## config.mk

```make
export PLATFORM = sky130hd
export DESIGN_NAME = tcpu_core
export DESIGN_NICKNAME = d
export VERILOG_FILES = /design/src/rtl/tcpu_pkg.sv /design/src/rtl/tcpu_core.sv
export SDC_FILE = /design/constraint.sdc
export NUM_CORES = 1
export LEC_CHECK = 0
export BUFFER_PORTS_ARGS = -buffer_cell sky130_fd_sc_hd__buf_2
export CORE_MARGIN = 8
export CORE_UTILIZATION = 47
export DETAILED_ROUTE_END_ITERATION = 7
export PLACE_DENSITY_LB_ADDON = 0.08
export SLEW_MARGIN = 20
export SYNTH_ARGS = -nofsm -noshare
export SYNTH_HDL_FRONTEND = slang
export SYNTH_SLANG_ARGS = --single-unit
```

## constraint.sdc

```tcl
create_clock -name REF_CLK -period 5.87 [get_ports REF_CLK]
set_input_delay 1.174 -clock REF_CLK [delete_from_list [all_inputs] [get_ports REF_CLK]]
set_output_delay 1.174 -clock REF_CLK [all_outputs]
set_load 0.02 [all_outputs]
```

## src/rtl/tcpu_pkg.sv

```systemverilog
// Constants, field layouts and types shared by the tiny constant-coded CPU.
package tcpu_pkg;
  // Register map of the AXI4-Lite slave (byte addresses).
  localparam logic [3:0] REG_CTRL = 4'h0;
  localparam logic [3:0] REG_STATUS = 4'h4;
  localparam int CTRL_RUN_BIT = 0;
  localparam int CTRL_SRST_BIT = 1;
  localparam logic CTRL_RUN_RESET = 1'b1;
  localparam int STAT_ZERO_BIT = 8;
  localparam int STAT_CARRY_BIT = 9;
  localparam int STAT_IE_BIT = 10;
  localparam int STAT_IRQ_BIT = 11;
  localparam logic [1:0] RESP_OKAY = 2'h0;
  localparam logic [1:0] RESP_SLVERR = 2'h2;
  // Instruction groups held in the top nibble.
  localparam logic [3:0] GRP_FLOW = 4'h8;
  localparam logic [3:0] GRP_FLOW_COND = 4'h9;
  localparam logic [3:0] GRP_IN_CONST = 4'ha;
  localparam logic [3:0] GRP_IN_REG = 4'hb;
  localparam logic [3:0] GRP_REG_ALU = 4'hc;
  localparam logic [3:0] GRP_SHIFT = 4'hd;
  localparam logic [3:0] GRP_OUT_CONST = 4'he;
  localparam logic [3:0] GRP_OUT_REG = 4'hf;
  // Flow kinds in bits 9:8 and condition codes in bits 11:10.
  localparam logic [1:0] FK_RET = 2'h0;
  localparam logic [1:0] FK_JUMP = 2'h1;
  localparam logic [1:0] FK_CALL = 2'h3;
  localparam logic [1:0] CC_Z = 2'h0;
  localparam logic [1:0] CC_NZ = 2'h1;
  localparam logic [1:0] CC_C = 2'h2;
  localparam logic [1:0] CC_NC = 2'h3;
  // ALU operation codes.
  localparam logic [2:0] ALU_LOAD = 3'h0;
  localparam logic [2:0] ALU_AND = 3'h1;
  localparam logic [2:0] ALU_OR = 3'h2;
  localparam logic [2:0] ALU_XOR = 3'h3;
  localparam logic [2:0] ALU_ADD = 3'h4;
  localparam logic [2:0] ALU_ADDCY = 3'h5;
  localparam logic [2:0] ALU_SUB = 3'h6;
  localparam logic [2:0] ALU_SUBCY = 3'h7;
  // Program counter values and return stack size.
  localparam logic [7:0] PC_RESET = 8'h00;
  localparam logic [7:0] INT_VECTOR = 8'hff;
  localparam int STACK_DEPTH = 15;
  // Zero and carry flags travel together.
  typedef struct packed {
    logic zero;
    logic carry;
  } tcpu_flags_t;
  // Port address and output byte travel together.
  typedef struct packed {
    logic [7:0] id;
    logic [7:0] data;
  } tcpu_port_t;
  // One-hot execution phases.
  typedef enum logic [1:0] {
    S_EXEC = 2'b01,
    S_PORT = 2'b10
  } tcpu_state_t;
endpackage

```

## src/rtl/tcpu_core.sv

```systemverilog
// Tiny 8-bit constant-coded CPU core with an AXI4-Lite control slave.
//
// The implementer's own choices: the register offsets and the AXI4-Lite slave port.
`timescale 1ns/1ps

// How it works
// - Sixteen equal eight-bit general registers.
// - ALU result returns to first operand register.
// - Second operand: register or instruction constant.
// - Add, sub, carry forms, logic, shifts.
// - ALU sets flags; conditions test them.
// - Jump loads absolute address, maybe conditionally.
// - Call pushes, return pops fifteen-deep stack.
// - 256 ports, port address plus strobes.
// - Port address from constant or register.
// - Input copies input byte to register.
// - Input gives one read strobe pulse.
// - Output drives byte with write strobe.
// - One interrupt input, masked after start.
// - Interrupt calls address FF, pushing return.
// - Interrupt saves flags, disables interrupts.
// - Interrupt return restores flags, sets enable from bit 5.
// - Every instruction takes exactly two clocks.
// - 256 by 16 program, 8-bit addresses.
// - Constants live inside the instruction word.
// - Counter advances by one, wraps.
// - Cyclic stack overwrites oldest when full.
// - Return resumes at popped value plus one.
// - Jump, call, return keep flags.
module tcpu_core
  import tcpu_pkg::*;
(
  // Clock and reset.
  input wire logic REF_CLK,
  input wire logic RST,
  // Program memory.
  input wire logic [15:0] INSTR,
  output logic [7:0] PROG_ADDR,
  // Port bus.
  output logic [7:0] PORT_ID,
  output logic [7:0] OUT_DATA,
  input wire logic [7:0] IN_DATA,
  output logic READ_STROBE,
  output logic WRITE_STROBE,
  // Interrupt request.
  input wire logic INT_REQ,
  // AXI4-Lite write channels.
  input wire logic [3:0] S_AXI_AWADDR,
  input wire logic S_AXI_AWVALID,
  output logic S_AXI_AWREADY,
  input wire logic [31:0] S_AXI_WDATA,
  input wire logic [3:0] S_AXI_WSTRB,
  input wire logic S_AXI_WVALID,
  output logic S_AXI_WREADY,
  output logic [1:0] S_AXI_BRESP,
  output logic S_AXI_BVALID,
  input wire logic S_AXI_BREADY,
  // AXI4-Lite read channels.
  input wire logic [3:0] S_AXI_ARADDR,
  input wire logic S_AXI_ARVALID,
  output logic S_AXI_ARREADY,
  output logic [31:0] S_AXI_RDATA,
  output logic [1:0] S_AXI_RRESP,
  output logic S_AXI_RVALID,
  input wire logic S_AXI_RREADY
);

  // Arithmetic and logic operations; bit 8 carries out or borrows.
  function automatic logic [8:0] alu_calc(
    input logic [2:0] op,
    input logic [7:0] a,
    input logic [7:0] b,
    input logic cin
  );
    logic [8:0] r;
    r = 9'h000;
    unique case (op)
      ALU_LOAD: r = {1'b0, b};
      ALU_AND: r = {1'b0, a & b};
      ALU_OR: r = {1'b0, a | b};
      ALU_XOR: r = {1'b0, a ^ b};
      ALU_ADD: r = {1'b0, a} + {1'b0, b};
      ALU_ADDCY: r = {1'b0, a} + {1'b0, b} + {8'h00, cin};
      ALU_SUB: r = {1'b0, a} - {1'b0, b};
      ALU_SUBCY: r = {1'b0, a} - {1'b0, b} - {8'h00, cin};
    endcase
    return r;
  endfunction

  // Shift and rotate; bit 3 picks right, bits 2:1 the fill source.
  function automatic logic [8:0] shift_calc(
    input logic [3:0] code,
    input logic [7:0] a,
    input logic cin
  );
    logic fill;
    fill = 1'b0;
    if (code[3])
    begin
      unique case (code[2:1])
        2'h3: fill = code[0];
        2'h1: fill = a[7];
        2'h0: fill = cin;
        2'h2: fill = a[0];
      endcase
      return {a[0], fill, a[7:1]};
    end
    unique case (code[2:1])
      2'h3: fill = code[0];
      2'h2: fill = a[0];
      2'h0: fill = cin;
      2'h1: fill = a[7];
    endcase
    return {a[7], a[6:0], fill};
  endfunction

  // Cyclic stack pointer steps over fifteen slots.
  function automatic logic [3:0] sp_step(input logic [3:0] p, input logic up);
    if (up)
    begin
      return (p == 4'(STACK_DEPTH - 1)) ? 4'h0 : p + 4'h1;
    end
    return (p == 4'h0) ? 4'(STACK_DEPTH - 1) : p - 4'h1;
  endfunction

  tcpu_state_t state;
  tcpu_flags_t flags;
  tcpu_flags_t saved;
  tcpu_flags_t alu_flags;
  tcpu_port_t port;
  logic [7:0] pc;
  logic [7:0] next_pc;
  logic [7:0] regs [0:15];
  logic [7:0] stack [0:STACK_DEPTH-1];
  logic [3:0] sp;
  logic ie;
  logic irq_meta;
  logic irq_sync;
  logic run;
  logic soft_rst;
  logic rd_pend;
  logic wr_pend;
  logic [3:0] io_x;
  logic [3:0] grp;
  logic [3:0] rx;
  logic [3:0] ry;
  logic [7:0] kk;
  logic [7:0] op_b;
  logic [8:0] alu_out;
  logic alu_we;
  logic alu_fw;
  logic is_flow;
  logic cond_ok;
  logic is_ie_op;
  logic is_reti;
  logic is_in;
  logic is_out;
  logic executing;
  logic take_irq;
  logic fire;
  logic push;
  logic pop;
  logic [7:0] push_val;
  logic wr_go;
  logic rd_go;

  // Interrupt request crosses in through two flip-flops.
  always_ff @(posedge REF_CLK or posedge RST)
  begin
    if (RST)
    begin
      irq_meta <= 1'b0;
      irq_sync <= 1'b0;
    end
    else
    begin
      irq_meta <= INT_REQ;
      irq_sync <= irq_meta;
    end
  end

  // Instruction fields; constants come straight from the word.
  always_comb
  begin
    grp = INSTR[15:12];
    rx = INSTR[11:8];
    ry = INSTR[7:4];
    kk = INSTR[7:0];
    op_b = (grp == GRP_REG_ALU) ? regs[ry] : kk;
    is_flow = (grp == GRP_FLOW) || (grp == GRP_FLOW_COND);
    is_in = (grp == GRP_IN_CONST) || (grp == GRP_IN_REG);
    is_out = (grp == GRP_OUT_CONST) || (grp == GRP_OUT_REG);
    is_ie_op = (grp == GRP_FLOW) && (INSTR[9:8] == FK_RET) && INSTR[4] && !INSTR[7];
    is_reti = (grp == GRP_FLOW) && (INSTR[9:8] == FK_RET) && INSTR[4] && INSTR[7];
    cond_ok = 1'b1;
    if (grp == GRP_FLOW_COND)
    begin
      unique case (INSTR[11:10])
        CC_Z: cond_ok = flags.zero;
        CC_NZ: cond_ok = !flags.zero;
        CC_C: cond_ok = flags.carry;
        CC_NC: cond_ok = !flags.carry;
      endcase
    end
  end

  // Execution happens in the first phase; an accepted interrupt replaces it.
  always_comb
  begin
    executing = (state == S_EXEC) && run;
    take_irq = executing && ie && irq_sync;
    fire = executing && !take_irq;
  end

  // ALU result and flag update for the constant, register and shift groups.
  always_comb
  begin
    alu_out = 9'h000;
    alu_we = 1'b0;
    alu_fw = 1'b0;
    if (grp[3] == 1'b0)
    begin
      alu_out = alu_calc(grp[2:0], regs[rx], op_b, flags.carry);
      alu_we = 1'b1;
      alu_fw = (grp[2:0] != ALU_LOAD);
    end
    else if ((grp == GRP_REG_ALU) && !INSTR[3])
    begin
      alu_out = alu_calc(INSTR[2:0], regs[rx], op_b, flags.carry);
      alu_we = 1'b1;
      alu_fw = (INSTR[2:0] != ALU_LOAD);
    end
    else if (grp == GRP_SHIFT)
    begin
      alu_out = shift_calc(INSTR[3:0], regs[rx], flags.carry);
      alu_we = 1'b1;
      alu_fw = 1'b1;
    end
    alu_flags.zero = (alu_out[7:0] == 8'h00);
    alu_flags.carry = alu_out[8];
  end

  // Next program counter, stack push and pop.
  always_comb
  begin
    next_pc = pc + 8'h01;
    push = 1'b0;
    pop = 1'b0;
    push_val = pc;
    if (take_irq)
    begin
      next_pc = INT_VECTOR;
      push = 1'b1;
      push_val = pc - 8'h01; // Return plus one resumes the skipped word.
    end
    else if (fire && is_flow && cond_ok)
    begin
      unique case (INSTR[9:8])
        FK_JUMP: next_pc = kk;
        FK_CALL:
        begin
          next_pc = kk;
          push = 1'b1;
        end
        FK_RET:
        begin
          if (!is_ie_op)
          begin
            pop = 1'b1;
            next_pc = stack[sp_step(sp, 1'b0)] + 8'h01;
          end
        end
        default: next_pc = pc + 8'h01;
      endcase
    end
  end

  // Phase sequencer; the port phase also covers the program memory read.
  always_ff @(posedge REF_CLK or posedge RST)
  begin
    if (RST)
    begin
      state <= S_PORT;
    end
    else if (soft_rst)
    begin
      state <= S_PORT;
    end
    else if (run)
    begin
      unique case (state)
        S_EXEC: state <= S_PORT;
        S_PORT: state <= S_EXEC;
        default: state <= S_PORT;
      endcase
    end
  end

  // Program counter.
  always_ff @(posedge REF_CLK or posedge RST)
  begin
    if (RST)
    begin
      pc <= PC_RESET;
    end
    else if (soft_rst)
    begin
      pc <= PC_RESET;
    end
    else if (executing)
    begin
      pc <= next_pc;
    end
  end

  // Interrupt enable.
  always_ff @(posedge REF_CLK or posedge RST)
  begin
    if (RST)
    begin
      ie <= 1'b0;
    end
    else if (soft_rst)
    begin
      ie <= 1'b0;
    end
    else if (take_irq)
    begin
      ie <= 1'b0;
    end
    else if (fire && (is_ie_op || is_reti))
    begin
      ie <= INSTR[5];
    end
  end

  // Flags; flow instructions other than the interrupt return leave them alone.
  always_ff @(posedge REF_CLK or posedge RST)
  begin
    if (RST)
    begin
      flags <= '0;
    end
    else if (fire && is_reti)
    begin
      flags <= saved;
    end
    else if (fire && alu_fw)
    begin
      flags <= alu_flags;
    end
  end

  // Flags saved on interrupt entry.
  always_ff @(posedge REF_CLK or posedge RST)
  begin
    if (RST)
    begin
      saved <= '0;
    end
    else if (take_irq)
    begin
      saved <= flags;
    end
  end

  // Stack pointer wraps over the cyclic buffer.
  always_ff @(posedge REF_CLK or posedge RST)
  begin
    if (RST)
    begin
      sp <= 4'h0;
    end
    else if (push)
    begin
      sp <= sp_step(sp, 1'b1);
    end
    else if (pop)
    begin
      sp <= sp_step(sp, 1'b0);
    end
  end

  // Stack storage needs no reset; a full stack overwrites the oldest slot.
  always_ff @(posedge REF_CLK)
  begin
    if (push)
    begin
      stack[sp] <= push_val;
    end
  end

  // General registers take ALU results or the captured input byte.
  always_ff @(posedge REF_CLK)
  begin
    if (fire && alu_we)
    begin
      regs[rx] <= alu_out[7:0];
    end
    else if (rd_pend)
    begin
      regs[io_x] <= IN_DATA;
    end
  end

  // Port address and data are latched in the first phase and strobed in the second.
  always_ff @(posedge REF_CLK or posedge RST)
  begin
    if (RST)
    begin
      port <= '0;
      io_x <= 4'h0;
      rd_pend <= 1'b0;
      wr_pend <= 1'b0;
    end
    else
    begin
      rd_pend <= fire && is_in;
      wr_pend <= fire && is_out;
      if (fire && (is_in || is_out))
      begin
        port.id <= grp[0] ? regs[ry] : kk;
        port.data <= regs[rx];
        io_x <= rx;
      end
    end
  end

  // Port bus outputs all come from flip-flops.
  assign PORT_ID = port.id;
  assign OUT_DATA = port.data;
  assign READ_STROBE = rd_pend;
  assign WRITE_STROBE = wr_pend;
  assign PROG_ADDR = pc;

  // Write address and data are taken together, one write at a time.
  assign wr_go = S_AXI_AWVALID && S_AXI_WVALID && !S_AXI_BVALID;
  assign S_AXI_AWREADY = wr_go;
  assign S_AXI_WREADY = wr_go;

  always_ff @(posedge REF_CLK or posedge RST)
  begin
    if (RST)
    begin
      S_AXI_BVALID <= 1'b0;
      S_AXI_BRESP <= RESP_OKAY;
    end
    else if (wr_go)
    begin
      S_AXI_BVALID <= 1'b1;
      S_AXI_BRESP <= (S_AXI_AWADDR == REG_CTRL) || (S_AXI_AWADDR == REG_STATUS) ? RESP_OKAY : RESP_SLVERR;
    end
    else if (S_AXI_BREADY)
    begin
      S_AXI_BVALID <= 1'b0;
    end
  end

  // Control register: run enable and self-clearing soft reset.
  always_ff @(posedge REF_CLK or posedge RST)
  begin
    if (RST)
    begin
      run <= CTRL_RUN_RESET;
      soft_rst <= 1'b0;
    end
    else
    begin
      soft_rst <= wr_go && (S_AXI_AWADDR == REG_CTRL) && S_AXI_WSTRB[0] && S_AXI_WDATA[CTRL_SRST_BIT];
      if (wr_go && (S_AXI_AWADDR == REG_CTRL) && S_AXI_WSTRB[0])
      begin
        run <= S_AXI_WDATA[CTRL_RUN_BIT];
      end
    end
  end

  // Read channel answers one cycle after the address is taken.
  assign rd_go = S_AXI_ARVALID && !S_AXI_RVALID;
  assign S_AXI_ARREADY = !S_AXI_RVALID;

  always_ff @(posedge REF_CLK or posedge RST)
  begin
    if (RST)
    begin
      S_AXI_RVALID <= 1'b0;
      S_AXI_RDATA <= 32'h0000_0000;
      S_AXI_RRESP <= RESP_OKAY;
    end
    else if (rd_go)
    begin
      S_AXI_RVALID <= 1'b1;
      S_AXI_RRESP <= RESP_OKAY;
      S_AXI_RDATA <= 32'h0000_0000;
      if (S_AXI_ARADDR == REG_CTRL)
      begin
        S_AXI_RDATA[CTRL_RUN_BIT] <= run;
      end
      else if (S_AXI_ARADDR == REG_STATUS)
      begin
        S_AXI_RDATA[7:0] <= pc;
        S_AXI_RDATA[STAT_ZERO_BIT] <= flags.zero;
        S_AXI_RDATA[STAT_CARRY_BIT] <= flags.carry;
        S_AXI_RDATA[STAT_IE_BIT] <= ie;
        S_AXI_RDATA[STAT_IRQ_BIT] <= irq_sync;
      end
      else
      begin
        S_AXI_RRESP <= RESP_SLVERR;
      end
    end
    else if (S_AXI_RREADY)
    begin
      S_AXI_RVALID <= 1'b0;
    end
  end
endmodule

```

==> reports/metrics.yaml <==
worst_setup_path:
  cp.required_ns: 6.11
  cp-start-kind: "input port"
  cp-end-kind: "flop"
  critPathArrivalTime_ns: 5.94
  path_class: "in2reg"
  cp_max_fo: 16
cts:
  clock_latency_ns: 0.55
  htree_levels: 2
  cts.sinks: 309
  root_buffer: "clkbuf_16"
  clkTransAtPathRegs_ns: 0.06
  cts_buffers: 35
  clk_path_buf_depth: 3
  cts_tree: "built"
  hold_buffers: 0
grt:
  use_met3_pct: 5.04
  grt-busiest-layer: "met2"
  antenna_found_initial: 0
  grt_max_degree: 62
  grt_pass1_wl_um: 85200
  met1_usage_pct: 36.5
  overflow: 0
  grt_pass1_vias: 13500
  grtUsageTotal_pct: 25.2
  met2_usage_pct: 38.1
sta:
  drv_slew: 0
  final.setup.tns_ns: 0
  fin_crit_sh_pct: 97.1
  finalSetupViolations: 0
  worst_pin_slew_ns: 1.02
  relSlewSlack_pct: 31.7
  layout_min_cycle_time_ns: 5.70
  timing.final.hold_violations: 0
  rsz0062_at_grt: "no"
  hold_slack_ns: 0.356
  finClkSkew_ns: 0.0206
  max_freq_mhz: 175
yosys:
  synth_area_sq_um: 17800
  async_flop_share_pct: 19.7
  postSynthAreaPerCell_sq_um: 11.8
  ys_types: 99
  synth_seq_area_share_pct: 50.3
  ys_warn_count: 0
  synth_edf_count: 248
  ys_ff_latch: 309
  synth_ff_type: "edfxtp_1"
  synthesis.instances: 1508
placed_design:
  place_congestion: 0.951
  io_buffers: 87
  placed_cells: 2214
  dp_hpwl_um: 40600
route:
  post_drt_via_cell_ratio: 6.08
  via_count: 13900
  drtIter0Drc: 1298
  routed_wl_um: 56500
  routedWlPerCell_um: 24.8
  drc: 0
  ant_nets: 0
  drt-pass1-iter-count: 7
die:
  rows: 71
  ios: 143
  core_sq_um: 37500
  die_y_um: 211
  start_util_pct: 47.6
  die_area_sq_um: 44400
  dieWidth_um: 211
layout:
  fin_nets: 1857
  final_common_cell: "edfxtp_1"
  synthToLayoutAreaGrowth_pct: 19.1
  layout-drive-gt1-share_pct: 28.7
  layout.cells.most_common_list: "edfxtp_1 (248), buf_4 (206), nand2_1 (134)"
  num_antenna_cells: 0
  fill_cells: 3194
  final_cell_count_no_fill: 2277
flow_run:
  max_cap_viol_count: 0
worst_hold_path:
  hold_path.class: "reg2reg"
power_and_ir_drop:
  p_leak_nw: 8.20
  total_power_mw: 6.45
  vdd_drop_max_mv: 0.235
  powerDensity_nw_per_um2: 303
outcome:
  status: "complete, no violations"
power breakdown:
part	total, mW	switching [mW]	internal, mW
sequential	2.62	0.0918	2.53
clock	2.33	0.922	1.41
combinational	1.49	0.886	0.602
metrics by stage:
step	cell area (sq um)	utilization, %	setup slack [ns]
6_report	21200	56.7	0.172
5_1_grt	21200	56.7	0.0000866
4_1_cts	21200	56.5	0.0778
3_5_place_dp	20000	53.3	-0.478
3_3_place_gp	20000	53.3	-0.388
2_1_floorplan	17900	-	0.00908
cells by family (layout without fill, tap and decap cells):
kind of cell             count (synthesis)  after routing  share of synthesized area [%]
AO/OA/AOI/OAI                          354            354                           14.0
other                                    1             22                         0.0210
flip-flops                             309            309                           50.3
XOR/XNOR                                37             37                           1.97
buffers and inverters                  178            414                           4.81
AND/OR/NAND/NOR                        434            434                           12.0
adder cells (fa/ha/maj)                 39             39                           2.82
multiplexers                           156            157                           14.1
sequential cells by signal, indices dropped and copies added, names as in the netlist, 2 cells and up:
signal       count
sp               4
saved            2
S_AXI_RDATA     12
flags            2
regs           128
PROG_ADDR        8
OUT_DATA         8
PORT_ID          8
state            2
stack          120
io_x             4
per-layer routing:
| metal | wire, um | vias to the layer above |
|---|---|---|
| li1 | - | 6217 |
| met1 | 24900 | 6877 |
| met2 | 24800 | 664 |
| met3 | 5380 | 92 |
| met4 | 1420 | 0 |
| met5 | 0 | - |
synthesized netlist by cell type, types with 7 or more instances:
cell type  count  area, sq um
edfxtp_1     248         7450
nand2_1      135          507
nor2_1       102          383
o21ai_0       78          390
mux4_2        74         1670
a21oi_1       68          340
dfrtp_1       59         1480
mux2i_1       57          571
clkbuf_1      49          184
inv_1         49          184
nand3_1       46          230
ha_1          37          463
nor3_1        31          155
buf_2         30          150
buf_4         26          195
mux2_2        25          282
a211oi_1      23          173
xnor2_1       22          193
a31oi_1       18          113
and3_1        17          106
nand2b_1      16          100
and2_1        15         93.8
a22o_1        14          123
nor2b_1       14         87.6
xor2_1        13          114
o21a_1        12         90.1
o211ai_1      11         82.6
a2111oi_0     10         87.6
a211o_1       10         87.6
a221o_1       10          100
a311oi_1      10         87.6
buf_1          9         33.8
a22oi_1        7         52.6
buf_6          7         78.8
o221ai_1       7         61.3
final cells by class:
type,count,area (sq um),area share (%)
clock buffer,39,891,4.19
tap,511,639,3.01
clock inverter,22,307,1.44
timing repair buffer,297,2060,9.67
multi-input combinational,1043,8170,38.4
sequential,309,8980,42.2
inverter,56,210,0.989
path summary, 6_finish.rpt:
kind                              from             end  slack [ns]  cells past startpoint
max                           INSTR[4]      regs[4][6]        0.17                     17
min reg2reg                   irq_meta        irq_sync        0.36                      0
max in group asynchronous          RST     OUT_DATA[7]        4.42                      3
min in group asynchronous          RST  S_AXI_BRESP[1]        0.85                      3
max reg2reg                regs[11][0]      regs[4][6]        0.69                     16
min                           irq_meta        irq_sync        0.36                      0
critical path: stages:
cell	delay, ns
clkbuf_4	0.21
mux4_2	0.54
mux4_2	0.58
mux2i_1	0.22
inv_1	0.09
ha_1	0.24
fa_1	0.56
ha_1	0.22
nand2_1	0.07
a2111oi_1	0.37
o211ai_1	0.30
nor3_2	0.23
xor2_1	0.10
a31oi_1	0.24
a21oi_1	0.11
o221a_2	0.29
mux2_2	0.40
timing repair:
| item | 4_1_cts | 5_1_grt |
|---|---|---|
| endpoints found under the setup margin | 0 | 65 |
| setup buffers | 0 | 1 |
| gates resized for setup | 0 | 11 |
No activity file was read; power rests on OpenSTA's default activity.
